## src/verilog/cht_pkg.sv

```systemverilog
/*
 * constants and state types shared by the capacitive hysteresis tracker.
 * assumes a 40 MHz system clock; no bus, all settings arrive as plain ports.
 */
package cht_pkg;
	localparam int NUM_CH = 3;
	localparam int CNT_W = 12;
	localparam int HALT_W = 8;
	localparam int TIMER_W = 24;
	localparam int TICK_W = 8;
	localparam int CLK_FREQ_MHZ = 40;
	localparam int T_CHANNEL_US = 9000;
	localparam int T_XFER_NS = 1000;
	localparam int T_DISCHARGE_NS = 1000;
	localparam int CHANNEL_CYCLES_DFLT = T_CHANNEL_US * CLK_FREQ_MHZ;
	localparam int XFER_CYCLES = (T_XFER_NS * CLK_FREQ_MHZ + 999) / 1000;
	localparam int DISCHARGE_CYCLES = (T_DISCHARGE_NS * CLK_FREQ_MHZ + 999) / 1000;
	localparam logic [CNT_W-1:0] CNT_MAX = 12'hFFF;
	localparam logic [CNT_W-1:0] CNT_RST = 12'h000;
	localparam logic [CNT_W-1:0] BASE_STEP = 12'h001;
	localparam logic [HALT_W-1:0] HALT_RST = 8'h00;
	localparam logic [1:0] LAST_CH = 2'h2;

	typedef enum logic [0:0] {
		non_touch_state = 1'b0,
		touch_state = 1'b1
	} cht_mode_t;

	typedef enum logic [1:0] {
		seq_discharge = 2'b00,
		seq_transfer = 2'b01,
		seq_settle = 2'b10
	} cht_seq_t;

	typedef struct packed {
		cht_mode_t mode;
		logic seeded;
		logic held;
		logic [HALT_W-1:0] halt_cnt;
		logic [CNT_W-1:0] count;
		logic [CNT_W-1:0] baseline;
		logic touch_f;
		logic prox_f;
		logic hout;
	} cht_ch_t;

	typedef struct packed {
		cht_seq_t seq;
		logic [1:0] chan;
		logic [TIMER_W-1:0] timer;
		logic [TICK_W-1:0] tick;
		logic [CNT_W-1:0] conv_cnt;
		logic sample_valid;
		logic xfer_pulse;
		logic tx_drive;
		logic bool_oe;
		cht_ch_t [NUM_CH-1:0] ch;
	} cht_state_t;

	typedef struct packed {
		logic s1;
		logic s2;
		logic s3;
		logic level;
	} cht_sync_t;
endpackage : cht_pkg

```

## src/verilog/cht_sync.sv

```systemverilog
/*
 * three-flop synchroniser for an asynchronous comparator level.
 * assumes the input may change at any time relative to clock.
 */
`timescale 1ns/100ps
module cht_sync (
	input wire logic clock,
	input wire logic clock_en,
	input wire logic sys_rst,
	input wire logic async_in,
	output logic level
);
	cht_pkg::cht_sync_t st_reg;
	cht_pkg::cht_sync_t st_next;

	always_comb begin
		st_next = st_reg;
		st_next.s1 = async_in;
		st_next.s2 = st_reg.s1;
		st_next.s3 = st_reg.s2;
		// only an agreed pair counts, so one metastable sample cannot flip the level
		if (st_reg.s2 == st_reg.s3) begin
			st_next.level = st_reg.s3;
		end
	end

	always_ff @(posedge clock or posedge sys_rst) begin
		if (sys_rst) begin
			st_reg <= '0;
		end else if (clock_en) begin
			st_reg <= st_next;
		end
	end

	assign level = st_reg.level;
endmodule : cht_sync

```

## src/verilog/cht_top.sv

```systemverilog
/*
 * conversion sequencer and per-channel hysteresis tracking for three sense channels.
 * assumes per-channel trip comparators from the analogue front end and static settings.
 */
`timescale 1ns/100ps
module cht_top #(
	parameter int CHANNEL_CYCLES = cht_pkg::CHANNEL_CYCLES_DFLT
) (
	input wire logic clock,
	input wire logic clock_en,
	input wire logic sys_rst,
	input wire logic [2:0] trip_in,
	input wire logic proj_mode,
	input wire logic [2:0] direct_mode,
	input wire logic act_on_touch,
	input wire logic [11:0] prox_threshold,
	input wire logic [11:0] touch_threshold,
	input wire logic [11:0] release_threshold,
	input wire logic [7:0] halt_samples,
	output logic conv_discharge,
	output logic [1:0] conv_channel,
	output logic transfer_pulse,
	output logic sample_valid,
	output logic sense_receive_mode,
	output logic transmit_electrode,
	output logic bool_out_o,
	output logic bool_out_oe,
	output logic [2:0][11:0] count_value,
	output logic [2:0][11:0] long_term_baseline,
	output logic [2:0] touch_flag,
	output logic [2:0] prox_flag,
	output logic [2:0] hysteresis_output,
	output logic [2:0] in_touch_state
);
	cht_pkg::cht_state_t st_reg;
	cht_pkg::cht_state_t st_next;
	logic [2:0] trip_lvl;
	logic [2:0] tdet;
	logic [2:0] pdet;
	logic [2:0] rdet;
	logic [2:0][11:0] base_trk;
	logic [2:0][11:0] base_recal;
	logic trip_now;
	logic [2:0] hyst_smp;

	genvar gi;
	generate
		for (gi = 0; gi < cht_pkg::NUM_CH; gi++) begin : g_ch
			cht_sync u_sync (
				.clock(clock),
				.clock_en(clock_en),
				.sys_rst(sys_rst),
				.async_in(trip_in[gi]),
				.level(trip_lvl[gi])
			);
			// 13-bit sums keep a large threshold from wrapping into a false hit
			assign tdet[gi] = ({1'b0, st_reg.conv_cnt} + {1'b0, touch_threshold})
				< {1'b0, st_reg.ch[gi].baseline};
			assign pdet[gi] = ({1'b0, st_reg.conv_cnt} + {1'b0, prox_threshold})
				< {1'b0, st_reg.ch[gi].baseline};
			assign rdet[gi] = {1'b0, st_reg.conv_cnt}
				> ({1'b0, st_reg.ch[gi].baseline} + {1'b0, release_threshold});
			// one step per sample: slow enough to follow drift, not a finger
			assign base_trk[gi] = (st_reg.conv_cnt > st_reg.ch[gi].baseline)
				? st_reg.ch[gi].baseline + cht_pkg::BASE_STEP
				: (st_reg.conv_cnt < st_reg.ch[gi].baseline)
				? st_reg.ch[gi].baseline - cht_pkg::BASE_STEP
				: st_reg.ch[gi].baseline;
			assign base_recal[gi] = (st_reg.ch[gi].baseline >= touch_threshold)
				? st_reg.ch[gi].baseline - touch_threshold : cht_pkg::CNT_RST;
			// settled sample on a tracking channel, shared by the checks
			assign hyst_smp[gi] = clock_en && st_reg.sample_valid && (st_reg.chan == 2'(gi))
				&& st_reg.ch[gi].seeded && !direct_mode[gi];
		end
	endgenerate

	assign trip_now = trip_lvl[st_reg.chan];

	always_comb begin
		st_next = st_reg;
		st_next.sample_valid = 1'b0;
		st_next.xfer_pulse = 1'b0;
		st_next.timer = st_reg.timer + 24'h000001;
		st_next.tx_drive = proj_mode & (st_reg.seq == cht_pkg::seq_transfer);
		st_next.bool_oe = ~proj_mode & (st_reg.ch[2].hout | st_reg.ch[1].hout | st_reg.ch[0].hout);
		unique case (st_reg.seq)
			cht_pkg::seq_discharge: begin
				st_next.tick = st_reg.tick + 8'h01;
				if (st_reg.tick >= 8'(cht_pkg::DISCHARGE_CYCLES - 1)) begin
					st_next.tick = 8'h00;
					st_next.conv_cnt = cht_pkg::CNT_RST;
					st_next.seq = cht_pkg::seq_transfer;
				end
			end
			cht_pkg::seq_transfer: begin
				st_next.tick = st_reg.tick + 8'h01;
				if (trip_now || st_reg.conv_cnt == cht_pkg::CNT_MAX) begin
					st_next.sample_valid = 1'b1;
					st_next.tick = 8'h00;
					st_next.seq = cht_pkg::seq_settle;
				end else if (st_reg.tick >= 8'(cht_pkg::XFER_CYCLES - 1)) begin
					st_next.tick = 8'h00;
					st_next.xfer_pulse = 1'b1;
					st_next.conv_cnt = st_reg.conv_cnt + 12'h001;
				end
			end
			cht_pkg::seq_settle: begin
				if (st_reg.timer >= 24'(CHANNEL_CYCLES - 1)) begin
					st_next.timer = 24'h000000;
					st_next.chan = (st_reg.chan == cht_pkg::LAST_CH) ? 2'h0 : st_reg.chan + 2'h1;
					st_next.seq = cht_pkg::seq_discharge;
				end
			end
			default: begin
				st_next.seq = cht_pkg::seq_discharge;
				st_next.timer = 24'h000000;
				st_next.tick = 8'h00;
			end
		endcase
		for (int i = 0; i < cht_pkg::NUM_CH; i++) begin
			if (st_reg.sample_valid && st_reg.chan == 2'(i)) begin
				st_next.ch[i].count = st_reg.conv_cnt;
				if (!st_reg.ch[i].seeded) begin
					st_next.ch[i].baseline = st_reg.conv_cnt;
					st_next.ch[i].seeded = 1'b1;
				end else if (direct_mode[i]) begin
					st_next.ch[i].touch_f = tdet[i];
					st_next.ch[i].prox_f = pdet[i];
					st_next.ch[i].hout = act_on_touch ? tdet[i] : pdet[i];
					st_next.ch[i].mode = cht_pkg::non_touch_state;
					st_next.ch[i].held = 1'b0;
					st_next.ch[i].halt_cnt = cht_pkg::HALT_RST;
					if (!pdet[i] && !tdet[i]) begin
						st_next.ch[i].baseline = base_trk[i];
					end
				end else begin
					unique case (st_reg.ch[i].mode)
						cht_pkg::non_touch_state: begin
							st_next.ch[i].touch_f = tdet[i];
							st_next.ch[i].prox_f = pdet[i];
							if ((st_reg.ch[i].held || act_on_touch) && tdet[i]) begin
								st_next.ch[i].baseline = base_recal[i];
								st_next.ch[i].mode = cht_pkg::touch_state;
								st_next.ch[i].hout = 1'b1;
								st_next.ch[i].held = 1'b0;
							end else if (st_reg.ch[i].held) begin
								if (!pdet[i]) begin
									st_next.ch[i].held = 1'b0;
									st_next.ch[i].hout = 1'b0;
								end else if (st_reg.ch[i].halt_cnt >= halt_samples) begin
									st_next.ch[i].held = 1'b0;
									st_next.ch[i].hout = 1'b0;
									st_next.ch[i].baseline = base_trk[i];
								end else begin
									// baseline left untouched here
									st_next.ch[i].halt_cnt = st_reg.ch[i].halt_cnt + 8'h01;
								end
							end else if (!act_on_touch && pdet[i]) begin
								st_next.ch[i].held = 1'b1;
								st_next.ch[i].hout = 1'b1;
								st_next.ch[i].halt_cnt = cht_pkg::HALT_RST;
							end else begin
								st_next.ch[i].baseline = base_trk[i];
							end
						end
						cht_pkg::touch_state: begin
							st_next.ch[i].touch_f = 1'b1;
							st_next.ch[i].prox_f = 1'b1;
							st_next.ch[i].baseline = base_trk[i];
							if (rdet[i]) begin
								st_next.ch[i].mode = cht_pkg::non_touch_state;
								st_next.ch[i].hout = 1'b0;
								st_next.ch[i].touch_f = 1'b0;
								st_next.ch[i].prox_f = 1'b0;
								st_next.ch[i].halt_cnt = cht_pkg::HALT_RST;
							end
						end
					endcase
				end
			end
		end
	end

	always_ff @(posedge clock or posedge sys_rst) begin
		if (sys_rst) begin
			st_reg <= '0;
		end else if (clock_en) begin
			st_reg <= st_next;
		end
	end

	assign conv_discharge = (st_reg.seq == cht_pkg::seq_discharge);
	assign conv_channel = st_reg.chan;
	assign transfer_pulse = st_reg.xfer_pulse;
	assign sample_valid = st_reg.sample_valid;
	assign sense_receive_mode = proj_mode;
	assign transmit_electrode = st_reg.tx_drive & st_reg.xfer_pulse;
	// open drain: only ever pulls low
	assign bool_out_o = 1'b0;
	assign bool_out_oe = st_reg.bool_oe;

	generate
		for (gi = 0; gi < cht_pkg::NUM_CH; gi++) begin : g_out
			assign count_value[gi] = st_reg.ch[gi].count;
			assign long_term_baseline[gi] = st_reg.ch[gi].baseline;
			assign touch_flag[gi] = st_reg.ch[gi].touch_f;
			assign prox_flag[gi] = st_reg.ch[gi].prox_f;
			assign hysteresis_output[gi] = st_reg.ch[gi].hout;
			assign in_touch_state[gi] = (st_reg.ch[gi].mode == cht_pkg::touch_state);
		end
	endgenerate

	generate
		for (gi = 0; gi < cht_pkg::NUM_CH; gi++) begin : g_chk

		end
	endgenerate
endmodule : cht_top

```

## config.mk

```make
export PLATFORM = sky130hd
export DESIGN_NAME = cht_top
export DESIGN_NICKNAME = d
export VERILOG_FILES = /design/src/verilog/cht_pkg.sv /design/src/verilog/cht_sync.sv /design/src/verilog/cht_top.sv
export SDC_FILE = /design/constraint.sdc
export NUM_CORES = 1
export LEC_CHECK = 0
export BUFFER_PORTS_ARGS = -buffer_cell sky130_fd_sc_hd__buf_2
export CORE_ASPECT_RATIO = 0.5
export CORE_MARGIN = 2
export CORE_UTILIZATION = 60
export CTS_BUF_LIST = sky130_fd_sc_hd__clkbuf_4
export CTS_CLUSTER_SIZE = 20
export DETAILED_ROUTE_END_ITERATION = 7
export PLACE_DENSITY = 0.8
export SYNTH_ARGS = -nofsm -noshare
export SYNTH_HDL_FRONTEND = slang
export SYNTH_HIERARCHICAL = 1
export SYNTH_SLANG_ARGS = --single-unit
export TNS_END_PERCENT = 30
```

## constraint.sdc

```tcl
create_clock -name clock -period 11.7 [get_ports clock]
set_clock_uncertainty 0.2 [all_clocks]
set_input_delay 1.755 -clock clock [delete_from_list [all_inputs] [get_ports clock]]
set_output_delay 1.755 -clock clock [all_outputs]
set_load 0.02 [all_outputs]
```

**Word-level counts from Yosys, hierarchy flattened**

Cells that the tools add are included.

- $add $sub $neg: 21
- Multipliers: 0
- Div/mod/pow operators: 0
- Order comparisons: 24
- Equal/unequal tests: 49
- Shifts and indexed selects: 0
- Muxes and demuxes: 123
- Bitwise gates (word level): 10
- Reduce and logical (&&, ||, !) cells: 52

Operators with widths:

| cell | number |
|---|---|
| $mux 12 | 31 |
| $mux 8 | 13 |
| $pmux 15 s2 | 3 |
| $mux 9 | 9 |
| $lt 13x12->1 | 6 |
| $ne 6x6->1 const B | 12 |
| $add 12x12->13 | 5 |
| $add 12x1->12 const B | 4 |
| $pmux 24 s2 | 1 |
| $pmux 8 s2 | 3 |
| $mux 15 | 3 |
| $mux 1 | 43 |
| $mux 20 | 2 |
| $gt 12x13->1 | 3 |
| $ge 12x12->1 | 3 |
| $gt 12x12->1 | 3 |
| $lt 12x12->1 | 3 |
| $ne 4x4->1 const B | 9 |
| $reduce_and 6->1 | 6 |
| $sub 12x1->12 const B | 3 |
| $sub 12x12->12 | 3 |
| $add 8x1->8 const B | 4 |
| $mux 28 | 1 |
| $add 24x1->24 const B | 1 |
| other kinds (35) | 105 |

- Register bits: 178
- Bits in latches: 0
- Memory bits (writable): 0
- Memory bits (read-only): 0
- Output and inout bits: 93
- Word-level logic and storage cells: 327
- Memories kept: 0

**Longest topological paths before layout**

- Word-level depth: 10
- Mapped depth: 21

**Cells and area by module**

Netlist, hierarchy kept.

Modules (own cells, without submodules):

| module | times used | cells each | area each (µm²) | sequential area each (µm²) |
|---|---|---|---|---|
| cht_top | 1 | 2146 | 17738.3 | 4154.0 |
| cht_sync | 3 | 13 | 158.9 | 100.1 |

**Least setup slack after synthesis**

No wires, ideal clock.

- Path kind: input to register
- Start point: input port touch_threshold[1]
- End point: register st_reg, in the netlist long_term_baseline[29]
- Library setup time: 129 ps
- Arrival time: 5524 ps
- Slack: 5847 ps
- Stages: 20
- Buffers on the path: 1
- Cells stage by stage: ha_1 -> a21o_1 -> a21oi_1 -> nor2b_1 -> o21a_1 -> o311a_1 -> o21a_1 -> o21ai_0 -> nor2b_1 -> xnor2_1 -> ha_1 -> a2111oi_0 -> o221ai_1 -> o22ai_1 -> nand2_1 -> a31o_2 -> a21oi_1 -> buf_2 -> o21ai_0 -> o2bb2ai_1

- Cells in the longest elaborated chain, start to end: 7
- Elaborated cells on any way between the ends: 17

RTL lines:

| item | RTL line | RTL |
|---|---|---|
| start: declaration | cht_top.sv:17 | `input wire logic [11:0] touch_threshold,` |
| $add 12x12->13 | cht_top.sv:57 | `assign tdet[gi] = ({1'b0, st_reg.conv_cnt} + {1'b0, touch_threshold})` |
| $lt 13x12->1 | cht_top.sv:58 | `< {1'b0, st_reg.ch[gi].baseline};` |
| $logic_and 1x1->1 | cht_top.sv:141 | `if ((st_reg.ch[i].held \|\| act_on_touch) && tdet[i]) begin` |
| $mux 12 | cht_top.sv:141 |  |
| $pmux 15 s2 | cht_top.sv:137 | `unique case (st_reg.ch[i].mode)` |
| $mux 15 | cht_top.sv:126 | `end else if (direct_mode[i]) begin` |
| $mux 12 | cht_top.sv:123 | `if (!st_reg.ch[i].seeded) begin` |
| end signal: assignment | cht_top.sv:188 | `st_reg <= st_next;` |
| end: declaration | cht_top.sv:35 | `cht_pkg::cht_state_t st_reg;` |

Parallel ways exist; a longest one is shown, timed or not.
A chain may end at the register's enable or synchronous reset.

**Worst setup path in the final report**

- Start point: input port touch_threshold[0]
- End point: register st_reg, in the netlist long_term_baseline[31]

The elaborated chain is that of the path after synthesis.

==> flow_summary.yaml <==
worst_setup_path:
  path_buf_inv: 1
  crit_arrival_ps: 7050
  cp_max_fo: 13
  cp.required_ps: 12100
  path_class: "input pin to register"
  crit_top_cell: "a21oi_1"
  setup.worst_path.end_class: "register"
  crit_slowest_cell: "a21oi_1"
  crit_chain: "buf_2 -> ha_1 -> a21o_1 -> a21oi_1 -> nor2b_1 -> o21a_1 -> o311a_1 -> o21a_1 -> o21ai_0 -> a21oi_1 -> xor2_1 -> ha_1 -> a2111oi_0 -> o221ai_1 -> o22ai_1 -> nand2_1 -> a31o_2 -> a21oi_1 -> o21ai_0 -> a22o_1"
  start_kind: "input pin"
  cp_top_family: "compound AO/OA/AOI/OAI gates"
  cpPeakStageDelay_ps: 670
die:
  die_width_um: 250
  row_count: 45
  coreArea_um2: 30100
  dieArea_um2: 31900
  die_height_um: 127
  io_pins: 148
  initial_core_util_pct: 60.5
yosys:
  synth_nets: 2518
  synth_area_um2: 18200
  synth_enable_flop_cells: 0
  synth_common_cells: "ha_1, nand2_1, dfrtp_1, o21ai_0, a21oi_1"
  syn_inst: 2185
  avgSynthCellArea_um2: 8.34
  yosysSeqAreaShare_pct: 24.5
  netlist_top_cells_area: "dfrtp_1, ha_1, o21ai_0"
  synth_most_common_cell: "ha_1"
  ys.warnings.count: 6
  synthArstFlopShare_pct: 100
  synth_top_area_share_pct: 24.5
  ys_types: 93
  synth_seq_cells: 178
  ys.flop_type: "dfrtp_1"
  yosys.area.top_type: "dfrtp_1"
sta:
  tightest_slew_ps: 1320
  maxSlewViolCount: 0
  relSlewSlack_pct: 11.1
  finalHoldViolCount: 0
  fin_crit_ps: 6640
  hold-worst-slack_ps: 301
  fin_crit_sh_pct: 56.8
  setup_viol: 0
  rsz0062_at_grt: "no"
  fin_tns_setup_ps: 0
  fmax_ghz: 0.151
pwr:
  power_uw: 1630
  ir_worst_vdd_v: 0.0000835
  power.density_nw_per_um2: 85.8
  p_leak_uw: 0.00898
clock_network:
  cts_tree: "done"
  cts_sinks: 178
  cts.path.max_buffers: 2
  cts-root-buf: "clkbuf_4"
  cts_buffers: 17
  clk_pin_slew_worst_paths_ps: 180
  post_cts_resized: 0
  holdBufCountCts: 0
  htreeDepth: 4
  clk_latency_ps: 690
  cts_setup_buffers: 0
final_layout:
  final-seq-area_um2: 4450
  multiInputGateArea_um2: 12400
  stdcell_count: 2638
  n_fill_cell: 2590
  largest_register_ffs: 77
  drive_gt1_share_pct: 12.2
  area_growth_pct: 4.47
  final_area_um2: 19000
  final_nets: 2557
global_route:
  met1_usage_pct: 48.1
  grt_pass1_wl_um: 87200
  grt_max_degree: 103
  gr-usage-met3_pct: 10.6
  antenna_found_initial: 3
  grt_pass1_vias: 15600
  use_met2_pct: 52.4
  grt-ovfl-total: 0
  busiest_layer: "met2"
  track_usage_pct: 35.7
detailed_routing:
  post_drt_via_cell_ratio: 6.58
  drc_errors: 4
  drt_wl_total_um: 57300
  vias: 17400
  drtIter0Drc: 2089
  first_pass_iters: 8
  ant_nets: 0
  wl_per_cell_um: 21.7
status:
  status: "finished, violations left"
  violations: "design-rule violations"
worst_hold_path:
  hold_path_class: "register to register"
placed_design:
  place.gp.congestion: 1.02
  port_buffers: 146
  dp_cells: 2604
  place_area_um2: 18700
  hpwl_um: 43400
job:
  maxCapViolCount: 0
## metrics by stage
stage	worst slack, ps	utilization (%)
2_1_floorplan	5250	-
3_3_place_gp	4710	62.1
3_5_place_dp	4580	62.1
4_1_cts	5310	63.2
5_1_grt	4700	63.2
6_report	5060	63.2
## layout make-up
class                   instances  area share (%)
well taps                     399            2.62
repair buffers                164            4.55
multi-input cells            1748            65.4
inverters                     115            2.29
flip-flops and latches        178            23.4
diodes                          2          0.0263
clock buffers                  17           0.671
clock inverters                15            1.07
## report_power, final
group / total [uW] / switching (uW) / leakage [uW] / internal [uW]
registers: 727 / 68.6 / 0.00230 / 658
clock network: 396 / 274 / 0.000170 / 122
logic: 511 / 307 / 0.00651 / 205
total: 1630 / 649 / 0.00898 / 985
## layout by cell type, fill, tap and decap left out, types with 13 or more instances in the layout
cell	count
a21oi_1	154
buf_2	146
o21a_1	30
and3_1	19
ha_1	270
o21ai_0	178
a31oi_1	22
nand2_1	184
o2bb2ai_1	13
a21o_1	40
buf_4	18
inv_1	111
nand2b_1	36
nor3_1	50
o22ai_1	20
xor2_1	31
or3_1	19
nor4_1	19
and2_1	16
clkbuf_4	17
nor2b_1	37
nand4_1	37
nor2_1	153
o31ai_1	26
xnor2_1	64
dfrtp_1	178
a211oi_1	18
mux2_2	36
nand3_1	72
o211ai_1	15
## path summary, 6_finish.rpt
check                                   start                   endpoint  slack [ps]  cells past startpoint
min reg2reg                   count_value[19]            count_value[19]         300                      2
min                           count_value[19]            count_value[19]         300                      2
min in group asynchronous             sys_rst  g_ch[2].u_sync/st_next[1]         750                      2
max in group asynchronous             sys_rst                st_reg[111]        8740                      3
max                        touch_threshold[0]     long_term_baseline[31]        5060                     20
max reg2reg                       st_reg[118]     long_term_baseline[31]        5510                     20
## tightest hold or removal path, stage by stage (launching register included)
cell,delay [ps]
dfrtp_1,370
nand2_1,40
o21ai_0,60
## cell families after synthesis
logic type / synth area share (%)
AO/OA/AOI/OAI: 22.9
other: 0.0206
multiplexers: 2.67
XOR/XNOR: 4.57
flip-flops: 24.5
buffers and inverters: 7.30
AND/OR/NAND/NOR: 18.6
adder cells (fa/ha/maj): 19.4
## per-layer routing
layer,up-vias,part of all wire (%),wire (um)
met5,-,0,0
met4,0,5.3,3060
met3,204,13,7270
met2,984,41,23400
met1,8096,41,23600
li1,8068,-,-
Power figures use the tool's default switching activity.
